$ cat src/amd_map_pkg.sv
// What this block does
// - Core drives one address bus and one data bus; targets see a registered copy on tgt_addr and tgt_wdata.
// - Decoder covers a 64 KB space with a 16-bit byte address.
// - Flash/ROM region ends at 0FFFFh; its start is a parameter.
// - Vector table is the top 16 words of flash; top vector at 0FFFEh.
// - RAM starts at 0200h, end is a parameter, holds code and data.
// - Addresses 0100h to 01FFh select the 16-bit peripherals.
// - Byte access to 16-bit peripherals only at even address; high byte reads zero.
// - Addresses 010h to 0FFh select the 8-bit peripherals.
// - Word read of an 8-bit peripheral gives a valid low byte only.
// - Word write to an 8-bit peripheral writes the low byte only.
// - Lowest 16 bytes are byte-wide special registers, byte access only.
// - Words sit at even addresses, low byte even, high byte odd.
`default_nettype none
package amd_map_pkg;

  // ==========================================================
  // Bus widths
  localparam int ADDR_W = 16;
  localparam int DATA_W = 16;

  // ==========================================================
  // Region boundaries
  localparam logic [15:0] PER8_BASE     = 16'h0010;
  localparam logic [15:0] PER16_BASE    = 16'h0100;
  localparam logic [15:0] RAM_BASE      = 16'h0200;
  localparam logic [15:0] ROM_TOP       = 16'hFFFF;
  localparam logic [15:0] VEC_BASE      = 16'hFFE0;
  localparam logic [15:0] RESET_VEC     = 16'hFFFE;
  localparam logic [15:0] RAM_END_DEF   = 16'h09FF;
  localparam logic [15:0] ROM_START_DEF = 16'hC000;

  // ==========================================================
  // Byte lanes and reset values
  localparam logic [1:0]  BE_NONE  = 2'h0;
  localparam logic [1:0]  BE_LOW   = 2'h1;
  localparam logic [1:0]  BE_HIGH  = 2'h2;
  localparam logic [1:0]  BE_WORD  = 2'h3;
  localparam logic [7:0]  BYTE_ZERO = 8'h00;
  localparam logic [15:0] WORD_ZERO = 16'h0000;

endpackage
`default_nettype wire

$ cat src/amd_map_decoder.sv
`timescale 1ns/1ps
`default_nettype none
module amd_map_decoder #(
  parameter logic [15:0] RAM_END   = amd_map_pkg::RAM_END_DEF,
  parameter logic [15:0] ROM_START = amd_map_pkg::ROM_START_DEF
) (
  // Clock and reset
  input  wire logic        clk,
  input  wire logic        resetn,
  // Core request on the shared address and data bus
  input  wire logic        core_req,
  input  wire logic        core_we,
  input  wire logic        core_byte,
  input  wire logic        core_fetch,
  input  wire logic [15:0] shared_address_bus,
  input  wire logic [15:0] shared_data_bus,
  // Core answer
  output logic [15:0]      core_rdata,
  output logic             core_rvalid,
  output logic             core_err,
  // Target selects
  output logic             sel_low_special_registers,
  output logic             sel_per8,
  output logic             sel_per16,
  output logic             sel_ram,
  output logic             sel_rom,
  output logic             sel_none,
  output logic             vec_hit,
  // Target side of the bus
  output logic [15:0]      tgt_addr,
  output logic [15:0]      tgt_wdata,
  output logic [1:0]       tgt_be,
  output logic             tgt_we,
  input  wire logic [15:0] tgt_rdata
);

  // ==========================================================
  // Region decode
  logic r_lsr;
  logic r_per8;
  logic r_per16;
  logic r_ram;
  logic r_rom;
  logic odd;
  logic bad;

  always_comb begin
    odd     = shared_address_bus[0];
    r_lsr   = shared_address_bus < amd_map_pkg::PER8_BASE;
    r_per8  = !r_lsr && shared_address_bus < amd_map_pkg::PER16_BASE;
    r_per16 = shared_address_bus >= amd_map_pkg::PER16_BASE &&
              shared_address_bus < amd_map_pkg::RAM_BASE;
    r_ram   = shared_address_bus >= amd_map_pkg::RAM_BASE &&
              shared_address_bus <= RAM_END;
    r_rom   = shared_address_bus >= ROM_START &&
              shared_address_bus <= amd_map_pkg::ROM_TOP;
    // Refused accesses
    bad = (core_fetch && odd)
        || (!core_byte && odd)
        || (r_lsr && !core_byte)
        || (r_per16 && core_byte && odd);
  end

  // ==========================================================
  // Request stage
  logic        next_sel_lsr;
  logic        next_sel_per8;
  logic        next_sel_per16;
  logic        next_sel_ram;
  logic        next_sel_rom;
  logic        next_sel_none;
  logic        next_vec_hit;
  logic [15:0] next_tgt_addr;
  logic [15:0] next_tgt_wdata;
  logic [1:0]  next_tgt_be;
  logic        next_tgt_we;
  logic        next_err;
  logic        rd_pend;
  logic        rd_byte;
  logic        rd_odd;
  logic        next_rd_pend;
  logic        next_rd_byte;
  logic        next_rd_odd;

  always_comb begin
    next_sel_lsr   = 1'b0;
    next_sel_per8  = 1'b0;
    next_sel_per16 = 1'b0;
    next_sel_ram   = 1'b0;
    next_sel_rom   = 1'b0;
    next_sel_none  = 1'b0;
    next_vec_hit   = 1'b0;
    next_tgt_addr  = tgt_addr;
    next_tgt_wdata = tgt_wdata;
    next_tgt_be    = amd_map_pkg::BE_NONE;
    next_tgt_we    = 1'b0;
    next_err       = 1'b0;
    next_rd_pend   = 1'b0;
    next_rd_byte   = rd_byte;
    next_rd_odd    = rd_odd;
    if (core_req) begin
      next_tgt_addr = shared_address_bus;
      next_rd_byte  = core_byte;
      next_rd_odd   = odd;
      if (bad) begin
        next_sel_none = 1'b1;
        next_err      = 1'b1;
      end else begin
        // One-hot select by region
        next_sel_lsr   = r_lsr;
        next_sel_per8  = r_per8;
        next_sel_per16 = r_per16;
        next_sel_ram   = r_ram;
        next_sel_rom   = r_rom;
        next_sel_none  = !(r_lsr || r_per8 || r_per16 || r_ram || r_rom);
        next_err       = next_sel_none;
        next_vec_hit   = r_rom && shared_address_bus >= amd_map_pkg::VEC_BASE;
        next_tgt_we    = core_we && !next_sel_none;
        next_rd_pend   = !core_we && !next_sel_none;
        // Little-endian lanes: low byte at even address
        if (core_byte) begin
          next_tgt_be    = odd ? amd_map_pkg::BE_HIGH : amd_map_pkg::BE_LOW;
          next_tgt_wdata = {shared_data_bus[7:0], shared_data_bus[7:0]};
        end else if (r_per8) begin
          next_tgt_be    = amd_map_pkg::BE_LOW;
          next_tgt_wdata = {amd_map_pkg::BYTE_ZERO, shared_data_bus[7:0]};
        end else begin
          next_tgt_be    = amd_map_pkg::BE_WORD;
          next_tgt_wdata = shared_data_bus;
        end
        if (next_sel_none) begin
          next_tgt_be = amd_map_pkg::BE_NONE;
        end
      end
    end
  end

  always_ff @(posedge clk or negedge resetn) begin
    if (!resetn) begin
      sel_low_special_registers <= 1'b0;
      sel_per8  <= 1'b0;
      sel_per16 <= 1'b0;
      sel_ram   <= 1'b0;
      sel_rom   <= 1'b0;
      sel_none  <= 1'b0;
      vec_hit   <= 1'b0;
      tgt_addr  <= amd_map_pkg::WORD_ZERO;
      tgt_wdata <= amd_map_pkg::WORD_ZERO;
      tgt_be    <= amd_map_pkg::BE_NONE;
      tgt_we    <= 1'b0;
      core_err  <= 1'b0;
      rd_pend   <= 1'b0;
      rd_byte   <= 1'b0;
      rd_odd    <= 1'b0;
    end else begin
      sel_low_special_registers <= next_sel_lsr;
      sel_per8  <= next_sel_per8;
      sel_per16 <= next_sel_per16;
      sel_ram   <= next_sel_ram;
      sel_rom   <= next_sel_rom;
      sel_none  <= next_sel_none;
      vec_hit   <= next_vec_hit;
      tgt_addr  <= next_tgt_addr;
      tgt_wdata <= next_tgt_wdata;
      tgt_be    <= next_tgt_be;
      tgt_we    <= next_tgt_we;
      core_err  <= next_err;
      rd_pend   <= next_rd_pend;
      rd_byte   <= next_rd_byte;
      rd_odd    <= next_rd_odd;
    end
  end

  // ==========================================================
  // Read return stage
  logic [15:0] next_core_rdata;
  logic        next_core_rvalid;

  always_comb begin
    next_core_rvalid = rd_pend;
    next_core_rdata  = core_rdata;
    if (rd_pend) begin
      if (rd_byte) begin
        // Byte lands in the low lane
        next_core_rdata = {amd_map_pkg::BYTE_ZERO,
                           rd_odd ? tgt_rdata[15:8] : tgt_rdata[7:0]};
      end else if (sel_per8) begin
        // High byte has no meaning here; zero is given
        next_core_rdata = {amd_map_pkg::BYTE_ZERO, tgt_rdata[7:0]};
      end else begin
        next_core_rdata = tgt_rdata;
      end
    end
  end

  always_ff @(posedge clk or negedge resetn) begin
    if (!resetn) begin
      core_rdata  <= amd_map_pkg::WORD_ZERO;
      core_rvalid <= 1'b0;
    end else begin
      core_rdata  <= next_core_rdata;
      core_rvalid <= next_core_rvalid;
    end
  end
endmodule
`default_nettype wire

$ cat config.mk
export PLATFORM = sky130hd
export DESIGN_NAME = amd_map_decoder
export DESIGN_NICKNAME = d
export VERILOG_FILES = /design/src/amd_map_pkg.sv /design/src/amd_map_decoder.sv
export SDC_FILE = /design/constraint.sdc
export NUM_CORES = 1
export LEC_CHECK = 0
export BUFFER_PORTS_ARGS = -buffer_cell sky130_fd_sc_hd__buf_4
export CAP_MARGIN = 20
export CORE_UTILIZATION = 30
export CTS_BUF_LIST = sky130_fd_sc_hd__clkbuf_8
export CTS_CLUSTER_DIAMETER = 40
export DETAILED_ROUTE_END_ITERATION = 7
export SETUP_SLACK_MARGIN = 0.05
export SLEW_MARGIN = 25
export SYNTH_ARGS = -nofsm -noshare
export SYNTH_HDL_FRONTEND = slang
export SYNTH_SLANG_ARGS = --single-unit
$ cat constraint.sdc
create_clock -name clk -period 1.1 [get_ports clk]
set_input_delay 0.22 -clock clk [delete_from_list [all_inputs] [get_ports clk]]
set_output_delay 0.22 -clock clk [all_outputs]
set_load 0.1 [all_outputs]
# After elaboration in Yosys (flattened, before gate mapping)
# Index checks and enable logic that the tools add are counted.
op_classes:
  n_addsub: 0
  multipliers: 0
  div: 0
  n_lt_le_gt_ge: 9
  n_eq_ne: 0
  n_shift: 0
  muxes: 29
  bitwise: 1
  reduce_logical: 24
op_table:
  columns: ["operator", "n"]
  rows:
  - ["$mux 16", 4]
  - ["$ge 16x16->1 const B", 2]
  - ["$mux 1", 18]
  - ["$ge 16x10->1 const B", 1]
  - ["$ge 16x9->1 const B", 1]
  - ["$le 16x12->1 const B", 1]
  - ["$le 16x16->1 const B", 1]
  - ["$lt 16x10->1 const B", 1]
  - ["$lt 16x5->1 const B", 1]
  - ["$lt 16x9->1 const B", 1]
  - ["$logic_and 1x1->1", 12]
  - ["$mux 2", 6]
  - ["$mux 8", 1]
  - ["$logic_or 1x1->1", 7]
  - ["$logic_not 1->1", 4]
  - ["$reduce_and 2->1", 1]
  - ["$not 1->1", 1]
totals:
  ff_bits: 62
  latchBits: 0
  ramBits: 0
  romBits: 0
  out_inout_bits: 60
  mem_count: 0

# Logic depth before layout (Yosys ltp)
depth:
  ltp_word: 10
  mapped_depth: 5

# Worst setup path before layout
# No wires, ideal clock.
synth_timing:
  path_type: "input -> register"
  from: "in shared_address_bus[15]"
  to: "reg tgt_wdata[0]"
  arrival_ps: 1674
  slack_ps: -701
  stages: 5
  path_buffers: 1
  path_cell_list: "or4_4 > o41ai_4 > a21oi_2 > buf_6 > mux2_4"
synth_via:
  elab_chain_len: 7
  elab_cells_between_ends: 11
  classes_between: "order compare (3); bitwise (1); reduce/logical (7)"
synth_lines:
  columns: ["element", "line_no", "rtl"]
  rows:
  - ["start, declared", "amd_map_decoder.sv:15", "input wire logic [15:0] shared_address_bus,"]
  - ["$ge 16x9->1 or $lt 16x10->1 (tied branches)", "amd_map_decoder.sv:51, amd_map_decoder.sv:52", null]
  - ["$logic_and 1x1->1", "amd_map_decoder.sv:51", "r_per16 = shared_address_bus >= amd_map_pkg::PER16_BASE &&"]
  - ["$logic_and 1x1->1 (2 in a row)", "amd_map_decoder.sv:61", "|| (r_per16 && core_byte && odd);"]
  - ["$logic_or 1x1->1 (*)", "amd_map_decoder.sv:61", null]
  - ["$not 1->1 (no line) (*)", null, null]
  - ["$reduce_and 2->1 (no line) (*)", null, null]
  - ["end signal, assigned", "amd_map_decoder.sv:148", "tgt_wdata <= amd_map_pkg::WORD_ZERO;"]
  - ["end signal, assigned", "amd_map_decoder.sv:164", "tgt_wdata <= next_tgt_wdata;"]
  - ["end, declared", "amd_map_decoder.sv:31", "output logic [15:0] tgt_wdata,"]
# Every way passes the cells marked *; elsewhere a longest branch is shown, timed or not.
# A chain may end at the register's enable or synchronous reset.

# Final worst setup path
layout_timing:
  from: "in shared_address_bus[10]"
  to: "reg tgt_wdata[3]"
# The elaborated chain is that of the path after synthesis.

==> run_summary.xml <==
<?xml version="1.0" encoding="UTF-8"?>
<metrics>
  <group name="run_status">
    <metric name="run_status" unit="">finished with violations</metric>
    <metric name="violated_checks" unit="">negative setup slack</metric>
  </group>
  <group name="grt">
    <metric name="grt_start_max_net_pins" unit="">62</metric>
    <metric name="global_route.overflow_total" unit="">0</metric>
    <metric name="grt_pass1_wl" unit="mm">11.6</metric>
    <metric name="grt_antenna_before_repair" unit="">0</metric>
    <metric name="grt.total_usage" unit="">0.168</metric>
    <metric name="first_global_vias" unit="">2367</metric>
  </group>
  <group name="layout">
    <metric name="area_growth_syn_to_layout" unit="%">94.6</metric>
    <metric name="leading_cell_type_in_the_layout_fill_and_taps_excluded" unit="">buf_4</metric>
    <metric name="diodes" unit="">0</metric>
    <metric name="layoutNonFillerInstCount" unit="">476</metric>
    <metric name="final_layout_size_suffix_gt1_frac" unit="">0.787</metric>
    <metric name="mostFrequentLayoutCells" unit="">buf_4, buf_12, dfrtp_2</metric>
    <metric name="post-route-util" unit="">0.616</metric>
    <metric name="final_design_instance_area_without_fill" unit="sq um">5160</metric>
    <metric name="nNetsFinal" unit="">420</metric>
  </group>
  <group name="worst_setup_path">
    <metric name="crit_fanout" unit="">16</metric>
    <metric name="timing.critical_path.arrival" unit="ns">1.85</metric>
    <metric name="setup.worst_path.class" unit="">input pin to flop</metric>
    <metric name="r2r_cells" unit="">5</metric>
    <metric name="critical_path.reg2reg.endpoint" unit="">core_rdata[8]</metric>
    <metric name="worst_ep_required_time" unit="ns">1.32</metric>
    <metric name="timing.critical_path.to_type" unit="">flop</metric>
    <metric name="timing.rr.start" unit="">sel_per8</metric>
    <metric name="worst-r2r-setup-slack" unit="ns">0.01</metric>
    <metric name="start_kind" unit="">input pin</metric>
  </group>
  <group name="job">
    <metric name="max_cap_violations" unit="">0</metric>
  </group>
  <group name="drt">
    <metric name="vias_per_cell" unit="">4.69</metric>
    <metric name="wl_per_cell" unit="microns">16.0</metric>
    <metric name="antenna_violating_nets_post_route" unit="">0</metric>
    <metric name="first_iter_violations" unit="">66</metric>
    <metric name="remaining_drc_errors" unit="">0</metric>
    <metric name="1st_pass_router_iterations" unit="">4</metric>
    <metric name="detail_route.wirelength" unit="mm">7.64</metric>
    <metric name="dr_total_vias" unit="">2233</metric>
  </group>
  <group name="floorplanning">
    <metric name="rows" unit="">33</metric>
    <metric name="io_pins" unit="">114</metric>
    <metric name="die_w" unit="microns">96.0</metric>
    <metric name="dieArea" unit="sq um">9220</metric>
    <metric name="die-height" unit="microns">96.0</metric>
    <metric name="core_area" unit="sq um">8380</metric>
    <metric name="initial_utilization" unit="">0.316</metric>
  </group>
  <group name="min_path">
    <metric name="holdPathEnd" unit="">next_core_rvalid</metric>
    <metric name="min_from" unit="">core_we</metric>
    <metric name="holdCritPathClass" unit="">input pin to flop</metric>
    <metric name="hold_depth" unit="">2</metric>
  </group>
  <group name="synthesis">
    <metric name="count_of_synthesis_stage_warnings_from_yosys" unit="">0</metric>
    <metric name="postSynthRegisterBits" unit="">61</metric>
    <metric name="yosysUniqueCellTypes" unit="">34</metric>
    <metric name="netlist_area" unit="sq um">2650</metric>
    <metric name="post-synth-top-area-cell" unit="">dfrtp_1</metric>
    <metric name="avgSynthCellArea" unit="sq um">13.3</metric>
    <metric name="seq_area_frac_synth" unit="">0.575</metric>
    <metric name="syn_nets" unit="">254</metric>
    <metric name="netlist_top_cells_area" unit="">dfrtp_1, mux2_4, mux2_2</metric>
    <metric name="synth_top_area_share" unit="">0.575</metric>
    <metric name="cell_count_after_synthesis" unit="">200</metric>
  </group>
  <group name="clocking">
    <metric name="clock_latency" unit="ns">0.34</metric>
    <metric name="cts_max_path_buffers" unit="">2</metric>
    <metric name="clkSlewWorstSetupHoldPaths" unit="ns">0.07</metric>
    <metric name="h_tree_depth" unit="">3</metric>
    <metric name="cts_tree" unit="">built</metric>
    <metric name="cts_made_buffers" unit="">9</metric>
    <metric name="cts.sinks" unit="">61</metric>
    <metric name="buffer_type_at_the_clock_tree_root" unit="">clkbuf_8</metric>
  </group>
  <group name="power">
    <metric name="p_seq_frac" unit="">0.297</metric>
    <metric name="clock_power_share" unit="">0.224</metric>
    <metric name="p_comb_frac" unit="">0.479</metric>
    <metric name="total_switching_power" unit="uW">4250</metric>
    <metric name="vdd.ir_drop.worst" unit="V">0.000909</metric>
    <metric name="power_switching_share" unit="">0.426</metric>
    <metric name="powerDensity" unit="nW/um^2">1930</metric>
    <metric name="power.static_leakage" unit="uW">0.00234</metric>
    <metric name="p_int" unit="uW">5730</metric>
    <metric name="p_total" unit="uW">9980</metric>
  </group>
  <group name="timing">
    <metric name="fin_crit" unit="ns">1.63</metric>
    <metric name="grt_setup_unrepaired" unit="">true</metric>
    <metric name="worst-slew-pin-transition" unit="ns">0.575</metric>
    <metric name="timing.final.max_slew_violations" unit="">0</metric>
    <metric name="timing.slew.headroom" unit="">0.617</metric>
    <metric name="timing.clock.skew" unit="ns">0.00982</metric>
    <metric name="finalSetupViolations" unit="">86</metric>
    <metric name="max_freq" unit="MHz">614</metric>
    <metric name="hold_violations" unit="">0</metric>
    <metric name="timing.final.crit_share" unit="">1.48</metric>
    <metric name="worst_slack" unit="ns">-0.530</metric>
  </group>
  <group name="placed_design">
    <metric name="gp_congestion" unit="">0.787</metric>
    <metric name="hpwlAfterDp" unit="mm">5.04</metric>
    <metric name="port_buffers" unit="">113</metric>
    <metric name="dpl.cell_count" unit="">442</metric>
    <metric name="placed_cell_area" unit="sq um">3940</metric>
  </group>
</metrics>
final cells by class:
| cell class | count | area, sq um |
|---|---|---|
| well taps | 105 | 131 |
| flip-flops and latches | 61 | 1590 |
| repair buffers | 166 | 1990 |
| fillers | 658 | 3220 |
| clock buffers | 9 | 124 |
| multi-input cells | 118 | 1190 |
| clock inverters | 7 | 97.6 |
| inverters | 10 | 37.5 |
per-stage QoR:
stage	worst slack (ns)	hold slack (ns)	setup TNS [ns]
after floorplan	-0.701	-0.0756	-16.24
after global placement	-0.871	0.240	-20.94
after detailed placement	-0.914	0.239	-21.92
after CTS	-0.494	0.0239	-15.02
after global routing	-0.541	0.0246	-17.26
final	-0.530	0.0452	-14.54
worst max-delay path, cell delays in order:
cell,delay (ns)
buf_6,0.09
or4_4,0.55
o41ai_4,0.39
a21oi_2,0.11
buf_12,0.18
mux2_4,0.30
cell usage after synthesis (all sizes together):
cell type and number:
and4 1, or3 1, inv 10, nor3 3, o21ai 9, o31a 1
nor2 10, and3b 2, nand4 2, and4b 1, a41oi 1, and3 1
dfrtp 61, or4 3, a22oi 1, nand2 2, nor4b 2, mux2i 8
o41ai 1, nor3b 1, and2 2, a21oi 9, mux2 33, a22o 8
buf 5, clkbuf 6, nor4 5, nand3 10, o311ai 1
registers in the layout (all words and copies together) (netlist names):
register / cells
tgt_be: 2
sel_rom: 1
sel_low_special_registers: 1
sel_none: 1
sel_per16: 1
sel_ram: 1
tgt_we: 1
next_core_rvalid: 1
tgt_wdata: 16
sel_per8: 1
rd_byte: 1
core_rvalid: 1
tgt_addr: 16
core_rdata: 16
vec_hit: 1
kinds of logic after synthesis:
| logic type | Yosys count | synth area share |
|---|---|---|
| DFF | 61 | 0.575 |
| buffers and inverters | 21 | 0.0387 |
| and+or+nand+nor | 46 | 0.102 |
| muxes | 41 | 0.193 |
| AOI/OAI and AO/OA | 31 | 0.0906 |
metal layers:
| layer | routed length, microns | GRT usage | part of all wire | up-vias |
|---|---|---|---|---|
| met5 | 0 | 0 | 0 | - |
| met4 | 94 | 0.0522 | 0.012 | 0 |
| met3 | 544 | 0.0608 | 0.071 | 13 |
| met2 | 4000 | 0.280 | 0.52 | 79 |
| met1 | 2990 | 0.201 | 0.39 | 1085 |
| li1 | - | - | - | 1056 |
power by group through the flow:
stage | logic (uW) | clock network, uW | registers, uW
floorplan | 555 | 0 | 5070
global placement | 3760 | 0 | 2810
detailed placement | 3780 | 0 | 2830
CTS | 4360 | 2310 | 2910
global route | 4940 | 2400 | 2990
finish | 4780 | 2230 | 2960
worst max-delay path by stage:
stage                                 from       endpoint  slack (ns)
floorplan           shared_address_bus[15]   tgt_wdata[0]       -0.70
global placement    shared_address_bus[15]  tgt_wdata[10]       -0.87
detailed placement  shared_address_bus[15]   tgt_wdata[4]       -0.91
CTS                 shared_address_bus[10]  tgt_wdata[11]       -0.49
global route        shared_address_bus[10]  tgt_wdata[12]       -0.54
finish              shared_address_bus[10]   tgt_wdata[3]       -0.53
repair_timing:
item | in CTS | in global routing
pin swaps | 8 | 17
endpoints found under the setup margin | 92 | 97
resized for setup | 132 | 73
hold buffers | 1 | 0
buffers inserted | 8 | 12
hold endpoints to repair | 61 | 0
Note: power is estimated with default switching activity, not from simulation.
